===== src/hw/can_lp_pkg.sv =====
// Purpose: Shared constants and types for the CAN low-power and rx block
// Assumes: One clock domain; mailbox count fixed here
// Notes:   Interrupt vector bit positions are defined here for all users
package can_lp_pkg;

  localparam int NUM_MB  = 4;
  localparam int DATA_W  = 32;
  localparam int ID_W    = 29;
  localparam int CNT_W   = 9;
  localparam int TIMER_W = 16;
  localparam int DIV_W   = 16;
  localparam int SYNC_W  = 4;

  // Recessive bits needed before the node counts as synchronised
  localparam logic [SYNC_W-1:0] SYNC_RECESSIVE_BITS = 4'hb;
  localparam logic [SYNC_W-1:0] SYNC_LAST = SYNC_RECESSIVE_BITS - 4'h1;

  localparam logic [CNT_W-1:0] ERR_WARN_LIMIT    = 9'h060;
  localparam logic [CNT_W-1:0] ERR_PASSIVE_LIMIT = 9'h080;
  localparam logic [CNT_W-1:0] ERR_BUSOFF_LIMIT  = 9'h100;
  localparam logic [CNT_W-1:0] ERR_TX_STEP       = 9'h008;
  localparam logic [CNT_W-1:0] ERR_RX_STEP       = 9'h001;
  localparam logic [CNT_W-1:0] ERR_DEC_STEP      = 9'h001;

  localparam logic [TIMER_W-1:0] TIMER_MAX = 16'hffff;

  // Interrupt source positions
  localparam int IRQ_ERR_ACTIVE  = 0;
  localparam int IRQ_WARN        = 1;
  localparam int IRQ_ERR_PASSIVE = 2;
  localparam int IRQ_BUS_OFF     = 3;
  localparam int IRQ_SLEEP       = 4;
  localparam int IRQ_WAKE        = 5;
  localparam int IRQ_TIMER_OVF   = 6;
  localparam int IRQ_TIMESTAMP   = 7;
  localparam int IRQ_MB_BASE     = 8;
  localparam int IRQ_W           = IRQ_MB_BASE + NUM_MB;

  localparam logic [IRQ_W-1:0] INT_MASK_RESET = 12'h000;

  typedef enum logic [1:0] {
    MB_DISABLED,
    MB_RX,
    MB_RX_OVERWRITE
  } mb_mode_e;

  typedef enum logic [2:0] {
    PWR_DISABLED,
    PWR_SYNC,
    PWR_AWAKE,
    PWR_DRAIN,
    PWR_SLEEP
  } pwr_state_e;

endpackage


===== src/hw/can_rx_mailbox.sv =====
// Purpose: One receive mailbox, plain or overwrite mode
// Assumes: Store is issued only when can_accept is high
// Notes:   Lost flag set beats status read clear
`timescale 1ns/10ps
`default_nettype none
module can_rx_mailbox
  import can_lp_pkg::*;
(
  input  wire logic              mclk,
  input  wire logic              sys_rst,
  input  wire logic              active,
  input  wire logic              cfg_write,
  input  wire mb_mode_e          cfg_mode,
  input  wire logic [ID_W-1:0]   cfg_id,
  input  wire logic [ID_W-1:0]   cfg_mask,
  input  wire logic              transfer_command,
  input  wire logic              status_read,
  input  wire logic [ID_W-1:0]   msg_id,
  input  wire logic [DATA_W-1:0] msg_data_low,
  input  wire logic [DATA_W-1:0] msg_data_high,
  input  wire logic              store,
  input  wire logic              unclaimed,
  output logic                   can_accept,
  output logic                   mailbox_ready,
  output logic                   message_lost_flag,
  output logic [DATA_W-1:0]      mailbox_data_low,
  output logic [DATA_W-1:0]      mailbox_data_high
);

  mb_mode_e          mode_reg,  mode_next;
  logic [ID_W-1:0]   id_reg,    id_next;
  logic [ID_W-1:0]   mask_reg,  mask_next;
  logic              ready_reg, ready_next;
  logic              lost_reg,  lost_next;
  logic [DATA_W-1:0] low_reg,   low_next;
  logic [DATA_W-1:0] high_reg,  high_next;
  logic              id_match;

  assign id_match = active && (mode_reg != MB_DISABLED) &&
                    (((msg_id ^ id_reg) & mask_reg) == '0);
  // Full plain mailbox refuses so a later one can take the frame
  assign can_accept = id_match &&
                      (mode_reg == MB_RX_OVERWRITE || !ready_reg);

  always_comb begin
    mode_next  = mode_reg;
    id_next    = id_reg;
    mask_next  = mask_reg;
    ready_next = ready_reg;
    lost_next  = lost_reg;
    low_next   = low_reg;
    high_next  = high_reg;
    if (status_read) begin
      lost_next = 1'b0;
    end
    if (cfg_write) begin
      mode_next  = cfg_mode;
      id_next    = cfg_id;
      mask_next  = cfg_mask;
      ready_next = 1'b0;
      lost_next  = 1'b0;
    end else if (store) begin
      low_next   = msg_data_low;
      high_next  = msg_data_high;
      ready_next = 1'b1;
      if (ready_reg) begin
        lost_next = 1'b1;
      end
    end else begin
      if (transfer_command) begin
        ready_next = 1'b0;
      end
      if (unclaimed && id_match && ready_reg && mode_reg == MB_RX) begin
        lost_next = 1'b1;
      end
    end
  end

  always_ff @(posedge mclk or posedge sys_rst) begin
    if (sys_rst) begin
      mode_reg  <= MB_DISABLED;
      id_reg    <= '0;
      mask_reg  <= '0;
      ready_reg <= 1'b0;
      lost_reg  <= 1'b0;
      low_reg   <= '0;
      high_reg  <= '0;
    end else begin
      mode_reg  <= mode_next;
      id_reg    <= id_next;
      mask_reg  <= mask_next;
      ready_reg <= ready_next;
      lost_reg  <= lost_next;
      low_reg   <= low_next;
      high_reg  <= high_next;
    end
  end

  assign mailbox_ready     = ready_reg;
  assign message_lost_flag = lost_reg;
  assign mailbox_data_low  = low_reg;
  assign mailbox_data_high = high_reg;
endmodule // can_rx_mailbox
`default_nettype wire


===== src/hw/can_lowpower_init_rx_mailbox.sv =====
// Purpose: CAN low-power control, bus sync, error counts, irq, rx mailboxes
// Assumes: Frame decode upstream on mclk; can_rx is the raw pin
// Notes:   Control and status are plain ports, no register bus
// Notes on behaviour
// - Low power: no frames, mailboxes inactive
// - Sleep and awake flags exclusive, zero after reset
// - Awake only after eleven recessive bits
// - Sleep request waits for pending transmissions first
// - Each flag setting clears the other
// - Sleeping disables reception, freezes error counters
// - Reception stays open while draining before sleep
// - Wake resync on eleven recessive bits, flag awake
// - Idle bus: transmit allowed eleven bits later
// - Busy bus: resync at interframe, frame dropped
// - Enable resets protocol, counters and error flags
// - Autobaud listening locks counters, no transmit
// - Enable and disable writes edit mask, reset masked
// - Error state and warning sources above 96
// - Frame edges capture timer, rollover flagged
// - Level sources self clear, timer flags on read
// - Receive mailbox ready handling with transfer command
// - Plain mailbox keeps data, flags lost message
// - Overwrite mailbox replaces data, flags lost message
// - Lowest numbered accepting mailbox takes the frame
`timescale 1ns/10ps
`default_nettype none
module can_lowpower_init_rx_mailbox
  import can_lp_pkg::*;
(
  input  wire logic              mclk,
  input  wire logic              sys_rst,
  input  wire logic              can_rx,
  input  wire logic [DIV_W-1:0]  bit_period,
  input  wire logic              controller_enable,
  input  wire logic              low_power_request,
  input  wire logic              autobaud_listen,
  input  wire logic              tx_pending,
  input  wire logic              rec_inc,
  input  wire logic              rec_dec,
  input  wire logic              tec_inc,
  input  wire logic              tec_dec,
  input  wire logic              sof_event,
  input  wire logic              eof_event,
  input  wire logic              rx_frame_valid,
  input  wire logic [ID_W-1:0]   rx_frame_id,
  input  wire logic [DATA_W-1:0] rx_frame_data_low,
  input  wire logic [DATA_W-1:0] rx_frame_data_high,
  input  wire logic [NUM_MB-1:0] mb_cfg_write,
  input  wire mb_mode_e          mb_cfg_mode,
  input  wire logic [ID_W-1:0]   mb_cfg_id,
  input  wire logic [ID_W-1:0]   mb_cfg_mask,
  input  wire logic [NUM_MB-1:0] transfer_command,
  input  wire logic [NUM_MB-1:0] mb_status_read,
  input  wire logic              int_enable_write,
  input  wire logic              int_disable_write,
  input  wire logic [IRQ_W-1:0]  int_write_bits,
  input  wire logic              status_read,
  output logic                   low_power_flag,
  output logic                   bus_awake_flag,
  output logic                   tx_allowed,
  output logic                   rx_enabled,
  output logic                   listen_only,
  output logic                   protocol_reset,
  output logic [CNT_W-1:0]       rec_count,
  output logic [CNT_W-1:0]       tec_count,
  output logic [IRQ_W-1:0]       global_status_register,
  output logic [IRQ_W-1:0]       interrupt_mask_register,
  output logic                   irq,
  output logic [TIMER_W-1:0]     timestamp_capture,
  output logic [NUM_MB-1:0]      mailbox_ready,
  output logic [NUM_MB-1:0]      message_lost_flag,
  output logic [DATA_W-1:0]      mailbox_data_low  [NUM_MB],
  output logic [DATA_W-1:0]      mailbox_data_high [NUM_MB]
);

  // Pin synchroniser; only rx_s2_reg is read by logic
  logic rx_s1_reg;
  logic rx_s2_reg;
  always_ff @(posedge mclk or posedge sys_rst) begin
    if (sys_rst) begin
      rx_s1_reg <= 1'b1;
      rx_s2_reg <= 1'b1;
    end else begin
      rx_s1_reg <= can_rx;
      rx_s2_reg <= rx_s1_reg;
    end
  end

  // Bit-time enable from a divider
  logic [DIV_W-1:0] div_reg, div_next;
  logic             bit_tick;
  assign bit_tick = (div_reg >= bit_period);
  always_comb begin
    div_next = bit_tick ? '0 : div_reg + 16'h0001;
  end
  always_ff @(posedge mclk or posedge sys_rst) begin
    if (sys_rst) begin
      div_reg <= '0;
    end else begin
      div_reg <= div_next;
    end
  end

  // Power and synchronisation state
  pwr_state_e        state_reg,  state_next;
  logic [SYNC_W-1:0] sync_cnt_reg, sync_cnt_next;
  logic              sleep_reg,  sleep_next;
  logic              awake_reg,  awake_next;
  logic              en_d_reg;
  logic              enable_rise;
  assign enable_rise = controller_enable && !en_d_reg;

  always_comb begin
    state_next    = state_reg;
    sync_cnt_next = sync_cnt_reg;
    sleep_next    = sleep_reg;
    awake_next    = awake_reg;
    if (!controller_enable) begin
      state_next = PWR_DISABLED;
      sleep_next = 1'b0;
      awake_next = 1'b0;
    end else if (enable_rise) begin
      state_next    = PWR_SYNC;
      sync_cnt_next = '0;
    end else begin
      unique case (state_reg)
        PWR_DISABLED: state_next = PWR_SYNC;
        PWR_SYNC: begin
          if (bit_tick) begin
            if (!rx_s2_reg) begin
              sync_cnt_next = '0;
            end else if (sync_cnt_reg == SYNC_LAST) begin
              state_next = PWR_AWAKE;
              awake_next = 1'b1;
              sleep_next = 1'b0;
            end else begin
              sync_cnt_next = sync_cnt_reg + 4'h1;
            end
          end
        end
        PWR_AWAKE: begin
          if (low_power_request) begin
            state_next = PWR_DRAIN;
          end
        end
        PWR_DRAIN: begin
          if (!low_power_request) begin
            state_next = PWR_AWAKE;
          end else if (!tx_pending) begin
            state_next = PWR_SLEEP;
            sleep_next = 1'b1;
            awake_next = 1'b0;
          end
        end
        PWR_SLEEP: begin
          if (!low_power_request) begin
            state_next    = PWR_SYNC;
            sync_cnt_next = '0;
          end
        end
      endcase
    end
  end

  always_ff @(posedge mclk or posedge sys_rst) begin
    if (sys_rst) begin
      state_reg    <= PWR_DISABLED;
      sync_cnt_reg <= '0;
      sleep_reg    <= 1'b0;
      awake_reg    <= 1'b0;
      en_d_reg     <= 1'b0;
    end else begin
      state_reg    <= state_next;
      sync_cnt_reg <= sync_cnt_next;
      sleep_reg    <= sleep_next;
      awake_reg    <= awake_next;
      en_d_reg     <= controller_enable;
    end
  end

  assign low_power_flag = sleep_reg;
  assign bus_awake_flag = awake_reg;
  assign protocol_reset = enable_rise;
  // Draining still hears frames that beat our last transmission
  assign rx_enabled = (state_reg == PWR_AWAKE || state_reg == PWR_DRAIN) &&
                      !sleep_reg;
  assign tx_allowed = rx_enabled && !autobaud_listen;
  assign listen_only = autobaud_listen;

  // Error counters
  logic [CNT_W-1:0] rec_reg, rec_next;
  logic [CNT_W-1:0] tec_reg, tec_next;
  logic             cnt_frozen;
  assign cnt_frozen = sleep_reg || autobaud_listen ||
                      state_reg == PWR_DISABLED;

  always_comb begin
    rec_next = rec_reg;
    tec_next = tec_reg;
    if (enable_rise) begin
      rec_next = '0;
      tec_next = '0;
    end else if (!cnt_frozen) begin
      if (rec_inc && rec_reg < ERR_BUSOFF_LIMIT) begin
        rec_next = rec_reg + ERR_RX_STEP;
      end else if (rec_dec && rec_reg != '0) begin
        rec_next = rec_reg - ERR_DEC_STEP;
      end
      // Saturate near bus-off so the counter cannot wrap
      if (tec_inc && tec_reg < ERR_BUSOFF_LIMIT) begin
        tec_next = tec_reg + ERR_TX_STEP;
      end else if (tec_dec && tec_reg != '0) begin
        tec_next = tec_reg - ERR_DEC_STEP;
      end
    end
  end

  always_ff @(posedge mclk or posedge sys_rst) begin
    if (sys_rst) begin
      rec_reg <= '0;
      tec_reg <= '0;
    end else begin
      rec_reg <= rec_next;
      tec_reg <= tec_next;
    end
  end

  assign rec_count = rec_reg;
  assign tec_count = tec_reg;

  logic bus_off;
  logic err_passive;
  logic err_active;
  logic err_warn;
  assign bus_off     = tec_reg >= ERR_BUSOFF_LIMIT;
  assign err_passive = !bus_off && (tec_reg >= ERR_PASSIVE_LIMIT ||
                                    rec_reg >= ERR_PASSIVE_LIMIT);
  assign err_active  = !bus_off && !err_passive;
  assign err_warn    = err_active && (tec_reg > ERR_WARN_LIMIT ||
                                      rec_reg > ERR_WARN_LIMIT);

  // Timer, timestamp and the two read-cleared sources
  logic [TIMER_W-1:0] timer_reg, timer_next;
  logic [TIMER_W-1:0] stamp_reg, stamp_next;
  logic               ovf_reg,   ovf_next;
  logic               tsf_reg,   tsf_next;
  logic               stamp_set;
  logic               ovf_set;
  assign stamp_set = sof_event || eof_event;
  assign ovf_set   = bit_tick && timer_reg == TIMER_MAX;

  always_comb begin
    timer_next = bit_tick ? timer_reg + 16'h0001 : timer_reg;
    stamp_next = stamp_set ? timer_reg : stamp_reg;
    // Set beats the read clear so no edge is lost
    ovf_next = ovf_set || (ovf_reg && !status_read);
    tsf_next = stamp_set || (tsf_reg && !status_read);
  end

  always_ff @(posedge mclk or posedge sys_rst) begin
    if (sys_rst) begin
      timer_reg <= '0;
      stamp_reg <= '0;
      ovf_reg   <= 1'b0;
      tsf_reg   <= 1'b0;
    end else begin
      timer_reg <= timer_next;
      stamp_reg <= stamp_next;
      ovf_reg   <= ovf_next;
      tsf_reg   <= tsf_next;
    end
  end

  assign timestamp_capture = stamp_reg;

  // Receive mailboxes
  logic [NUM_MB-1:0] mb_accept;
  logic [NUM_MB-1:0] mb_store;
  logic              claimed;
  logic              frame_in;
  assign frame_in = rx_frame_valid && rx_enabled;

  always_comb begin
    claimed  = 1'b0;
    mb_store = '0;
    for (int i = 0; i < NUM_MB; i++) begin
      mb_store[i] = frame_in && mb_accept[i] && !claimed;
      claimed     = claimed || mb_accept[i];
    end
  end

  for (genvar g = 0; g < NUM_MB; g++) begin : g_mb
    can_rx_mailbox u_mb (
      .mclk              (mclk),
      .sys_rst           (sys_rst),
      .active            (rx_enabled),
      .cfg_write         (mb_cfg_write[g]),
      .cfg_mode          (mb_cfg_mode),
      .cfg_id            (mb_cfg_id),
      .cfg_mask          (mb_cfg_mask),
      .transfer_command  (transfer_command[g]),
      .status_read       (mb_status_read[g]),
      .msg_id            (rx_frame_id),
      .msg_data_low      (rx_frame_data_low),
      .msg_data_high     (rx_frame_data_high),
      .store             (mb_store[g]),
      .unclaimed         (frame_in && !claimed),
      .can_accept        (mb_accept[g]),
      .mailbox_ready     (mailbox_ready[g]),
      .message_lost_flag (message_lost_flag[g]),
      .mailbox_data_low  (mailbox_data_low[g]),
      .mailbox_data_high (mailbox_data_high[g])
    );
  end

  // Interrupt status and mask; a set bit in the mask means enabled
  logic [IRQ_W-1:0] mask_reg, mask_next;
  always_comb begin
    global_status_register                  = '0;
    global_status_register[IRQ_ERR_ACTIVE]  = err_active;
    global_status_register[IRQ_WARN]        = err_warn;
    global_status_register[IRQ_ERR_PASSIVE] = err_passive;
    global_status_register[IRQ_BUS_OFF]     = bus_off;
    global_status_register[IRQ_SLEEP]       = sleep_reg;
    global_status_register[IRQ_WAKE]        = awake_reg;
    global_status_register[IRQ_TIMER_OVF]   = ovf_reg;
    global_status_register[IRQ_TIMESTAMP]   = tsf_reg;
    global_status_register[IRQ_MB_BASE +: NUM_MB] = mailbox_ready;
  end

  always_comb begin
    mask_next = mask_reg;
    if (int_enable_write) begin
      mask_next = mask_next | int_write_bits;
    end
    if (int_disable_write) begin
      mask_next = mask_next & ~int_write_bits;
    end
  end

  always_ff @(posedge mclk or posedge sys_rst) begin
    if (sys_rst) begin
      mask_reg <= INT_MASK_RESET;
    end else begin
      mask_reg <= mask_next;
    end
  end

  assign interrupt_mask_register = mask_reg;
  assign irq = |(global_status_register & mask_reg);
endmodule // can_lowpower_init_rx_mailbox
`default_nettype wire


===== config.mk =====
export PLATFORM = sky130hd
export DESIGN_NAME = can_lowpower_init_rx_mailbox
export DESIGN_NICKNAME = d
export VERILOG_FILES = /design/src/hw/can_lp_pkg.sv /design/src/hw/can_rx_mailbox.sv /design/src/hw/can_lowpower_init_rx_mailbox.sv
export SDC_FILE = /design/constraint.sdc
export NUM_CORES = 1
export LEC_CHECK = 0
export ABC_AREA = 1
export BUFFER_PORTS_ARGS = -buffer_cell sky130_fd_sc_hd__buf_4
export CORE_UTILIZATION = 35
export DETAILED_ROUTE_END_ITERATION = 6
export GPL_TIMING_DRIVEN = 0
export SLEW_MARGIN = 25
export SYNTH_ARGS = -nofsm -noshare
export SYNTH_HDL_FRONTEND = slang
export SYNTH_SLANG_ARGS = --single-unit

===== constraint.sdc =====
create_clock -name mclk -period 24.1 [get_ports mclk]
set_input_delay 2.41 -clock mclk [delete_from_list [all_inputs] [get_ports mclk]]
set_output_delay 2.41 -clock mclk [all_outputs]
set_load 0.01 [all_outputs]

After elaboration in Yosys (flattened, before gate mapping)

Cells that the tools add are included.
W data, S select, Z words.

Bitwise operators: 16
Reduce and logical (&&, ||, !) cells: 103
Mux-type cells: 75
Equal/unequal tests: 31
Add/sub/neg operators: 7
Order comparisons: 8

Operators by type and width:

| kind                    | count |
|---|---|
| $and A29 B29 Y29        | 4 |
| $logic_not A29 Y1       | 4 |
| $xor A29 B29 Y29        | 4 |
| $mux W9                 | 8 |
| $logic_and A1 B1 Y1     | 46 |
| $mux W1                 | 46 |
| $add A16 B1 Y16 const B | 2 |
| $mux W3                 | 9 |
| $and A12 B12 Y12        | 2 |
| $mux W12                | 2 |
| $ne A4 B4 Y1 const B    | 6 |
| $ne A3 B3 Y1 const B    | 7 |
| $reduce_bool A3 Y1      | 7 |
| $mux W4                 | 5 |
| $ge A9 B8 Y1 const B    | 2 |
| $gt A9 B7 Y1 const B    | 2 |
| $lt A9 B9 Y1 const B    | 2 |
| $reduce_bool A9 Y1      | 2 |
| $sub A9 B1 Y9 const B   | 2 |
| $eq A16 B16 Y1 const B  | 1 |
| $ge A16 B16 Y1          | 1 |
| $mux W16                | 1 |
| $logic_or A1 B1 Y1      | 15 |
| $pmux W3 S5             | 1 |
| other kinds (26)        | 59 |

Logic and storage cells: 283
Input bits: 210
Output and inout bits: 329
Register bits after elaboration: 596

Logic depth before layout (Yosys ltp)

Depth in word-level cells: 17
Gate-level depth with buffers: 17
Depth with buffers taken out: 15

By module

Synthesis repeated with hierarchy kept, for this count alone.

Cell total of the unflattened synthesis: 2912
Area, all modules: 27858.0 µm²

By module, submodules not included:

| module                       | times used | seq. area each (µm²) | area an instance (µm²) | cells an instance |
|---|---|---|---|---|
| can_rx_mailbox               | 4          | 3153.0               | 5547.8                 | 551 |
| can_lowpower_init_rx_mailbox | 1          | 2304.7               | 5666.7                 | 708 |

Worst setup path before layout

OpenSTA, ideal clock, no wires.

Kind: input-to-output
Start: input controller_enable
End: output protocol_reset
Stages on the path: 2
Setup slack: 18911 ps
Required time: 21690 ps
Buffers on the path: 0
Arrival time: 2779 ps
Cells stage by stage: inv_1 -> nor2_2

Cells in the longest elaborated chain, start to end: 1

Ends and longest elaborated chain:

| item                | line                                | text |
|---|---|---|
| from (decl)         | can_lowpower_init_rx_mailbox.sv:34  | `input wire logic controller_enable,` |
| $logic_and A1 B1 Y1 | can_lowpower_init_rx_mailbox.sv:111 | `assign enable_rise = controller_enable && !en_d_reg;` |
| to (decl)           | can_lowpower_init_rx_mailbox.sv:63  | `output logic protocol_reset,` |

No other way between the ends.

Final worst setup path

Ends and elaborated chain as after synthesis.

==> results.md <==
* Status: completed
* Full die area at 77390 um^2
* Worst R2R End: g_mb[1].u_mb.mailbox_data_low[3]
* Critical path type: input port to output port
* Vias in the first global route at 23210
* Post-CTS Hold Buffers at 0
* Final setup fails at 0
* Number of gates resized after cts at 0
* Remaining antenna violation count at 0
* Most frequent cells in the layout: 1168 x nand2_1, 594 x dfrtp_1, 569 x buf_4
* Worst Hold Path Cells at 0
* Worst slew margin at 26.20%
* Top_reg_cell synth: dfrtp_1
* Drt total wl at 96370 um
* Leading cell type in the layout, fill and taps excluded: nand2_1
* Share of cells above drive strength 1 at 21.10%
* Initial Util at 35.62%
* Cell family with most CP delay: buffers and inverters
* Clock root buffer: clkbuf_16
* Worst-Margin Slew at 1.107 ns
* Core box area at 74950 um^2
* DRT iter0 DRCs at 1817
* Die Y-Extent at 278.2 um
* Boundary pin count at 539
* H-tree Lvls at 3
* Synth Cell Area at 26700 um^2
* Hpwl dp at 72360 um
* P&R area growth vs syn at 29.10%
* CTS Sinks at 596
* Critical Path RT at 21.69 ns
* Final hold violation count at 0
* EDFF count, synth at 0
* Fmax at 174.8 MHz
* Post-Syn Area per Cell at 8.390 um^2
* Total design power at 2.682 mW
* Final Skew at 0.02691 ns
* Flops & latches, synth at 596
* Clock Tree Buf Depth at 3
* # DRC at 0
* Die X at 278.2 um
* Sw frac at 29.22%
* Routability congestion estimate at 0.9181
* RSZ-0062 raised after global routing: no
* Hold path start: rx_s1_reg
* Fillers at 7415
* Min-Delay Path Class: flop to flop
* Pint at 1.898 mW
* Placed cells at 4693
* Worst IR Drop VDD at 0.00004494 V
* Worst Path Arrival at 3.31 ns
* Hold_ws at 0.3614 ns
* Max-slew violation count at 0
* Crit path buffers/inverters at 3
* Post-layout min period at 5.720 ns
* Setup bufs post-CTS at 0
* Grt ovf at 0
* Worst-path cell chain: buf_4, inv_1, nor2_2, buf_4
* Total of max-cap violations at 0
* Worst R2R Path Depth at 13
* PD cells at 77.80 nW/um^2
* IO Port Bufs at 535
* FFs w/ async S/R, synth at 100.0%
* Core Rows at 100
* Nets at 4038
* Clk pwr share at 40.1%
* Drt wl/cell at 19.97 um
* Vias after detailed routing at 23690
* Initial antenna violation count at 14
* R2R Setup Slk at 21.17 ns
* CP Capture Type: output port
* Synthesis Warnings at 0
* Period utilization at 23.73%
* Startpoint Class: input port
* P_sw at 783.5 uW
* Gate power share at 17.3%
* Sequential power share at 42.6%
* Synth Instances at 3182
* Vias per inst at 4.910
* Num CTS Buffers at 70
* Leak pwr at 18.36 nW
* Worst R2R Start: g_mb[0].u_mb.id_reg[21]
* Worst skew pair latency at 0.61 ns
* Total GRT Usage at 24.91%
* Unique masters post-synth at 47
* CTS tree: yes
* First-pass GRT wire length at 145500 um
* Clock transition at the registers of the reported paths at 0.06 ns
* Non-filler cells in the finished layout at 4825
* CP max FO at 10
* Most Frequent Cell on Critical Path: buf_4
* CP max stage cell: nor2_2
* First-pass iteration count of the detailed router at 5
* Hold Path End: rx_s2_reg
* Syn Nets at 3424
* Largest net degree at the start of global routing at 92
* Max incr delay on CP at 0.45 ns
* Seq/Total Area, Yosys at 55.87%
## per-stage QoR
step	util, %	worst slack [ns]	TNS [ns]	cell area, um^2
after CTS	45.97	18.38	0	34450
after global placement	42.60	-2.536	-1457.33	31930
final	45.99	18.38	0	34470
after floorplan	-	5.012	0	26700
after detailed placement	42.87	18.38	0	32130
after global routing	45.99	18.33	0	34470
## synthesized netlist by cell type (25+ instances only)
library cell,n,area share [%]
nand2_1,1168,16
dfrtp_1,594,56
inv_1,335,4.7
o21ai_0,235,4.4
nand3_1,205,3.8
nor2_1,128,1.8
o21ai_1,104,1.9
clkbuf_1,64,0.90
a21oi_1,45,0.84
buf_4,34,0.96
mux2_2,33,1.4
ha_1,31,1.5
nor3_1,30,0.56
buf_2,27,0.51
o21ai_2,25,0.82
## final cells by class
type	instances	area, um^2	area share [%]
clock inverter	19	181.4	0.5264
antenna	7	17.52	0.05082
sequential	596	14920	43.28
timing repair buffer	542	4209	12.21
inverter	339	1280	3.714
buffer	143	798.3	2.316
multi-input combinational	2104	9712	28.18
clock buffer	106	2141	6.211
tap	969	1212	3.517
## cells by family after synthesis
| logic type | synth area share [%] |
|---|---|
| and+or+nand+nor | 23.80 |
| DFF | 55.87 |
| buffers and inverters | 7.751 |
| AOI/OAI and AO/OA | 8.932 |
| muxes | 1.392 |
| adders and majority gates | 1.528 |
| xor gates and xnor gates | 0.7217 |
## power groups by stage
| stage | sequential, mW | combinational [mW] | clock, mW |
|---|---|---|---|
| after detailed placement | 1.16 | 0.465 | 0 |
| after floorplan | 1.15 | 0.268 | 0 |
| after global placement | 1.16 | 0.456 | 0 |
| final | 1.14 | 0.465 | 1.08 |
| after global routing | 1.15 | 0.523 | 1.14 |
| after CTS | 1.14 | 0.467 | 1.10 |
## layer usage
layer	part of all wire, %	vias up	GRT usage, %
li1	-	11300	-
met1	43	11410	32.25
met2	46	779	40.22
met3	7.4	189	6.019
met4	3.7	14	9.506
met5	0.095	-	0
## worst max path at each step
stage	from	to	slack, ns	depth (start not counted)
detailed placement	controller_enable	protocol_reset	18.38	4
floorplan	sys_rst	bus_awake_flag	5.01	1
CTS	controller_enable	protocol_reset	18.38	4
finish	controller_enable	protocol_reset	18.38	4
global route	controller_enable	protocol_reset	18.33	4
global placement	sys_rst	timestamp_capture[3]	-2.54	2
No activity file was read; power rests on OpenSTA's default activity.
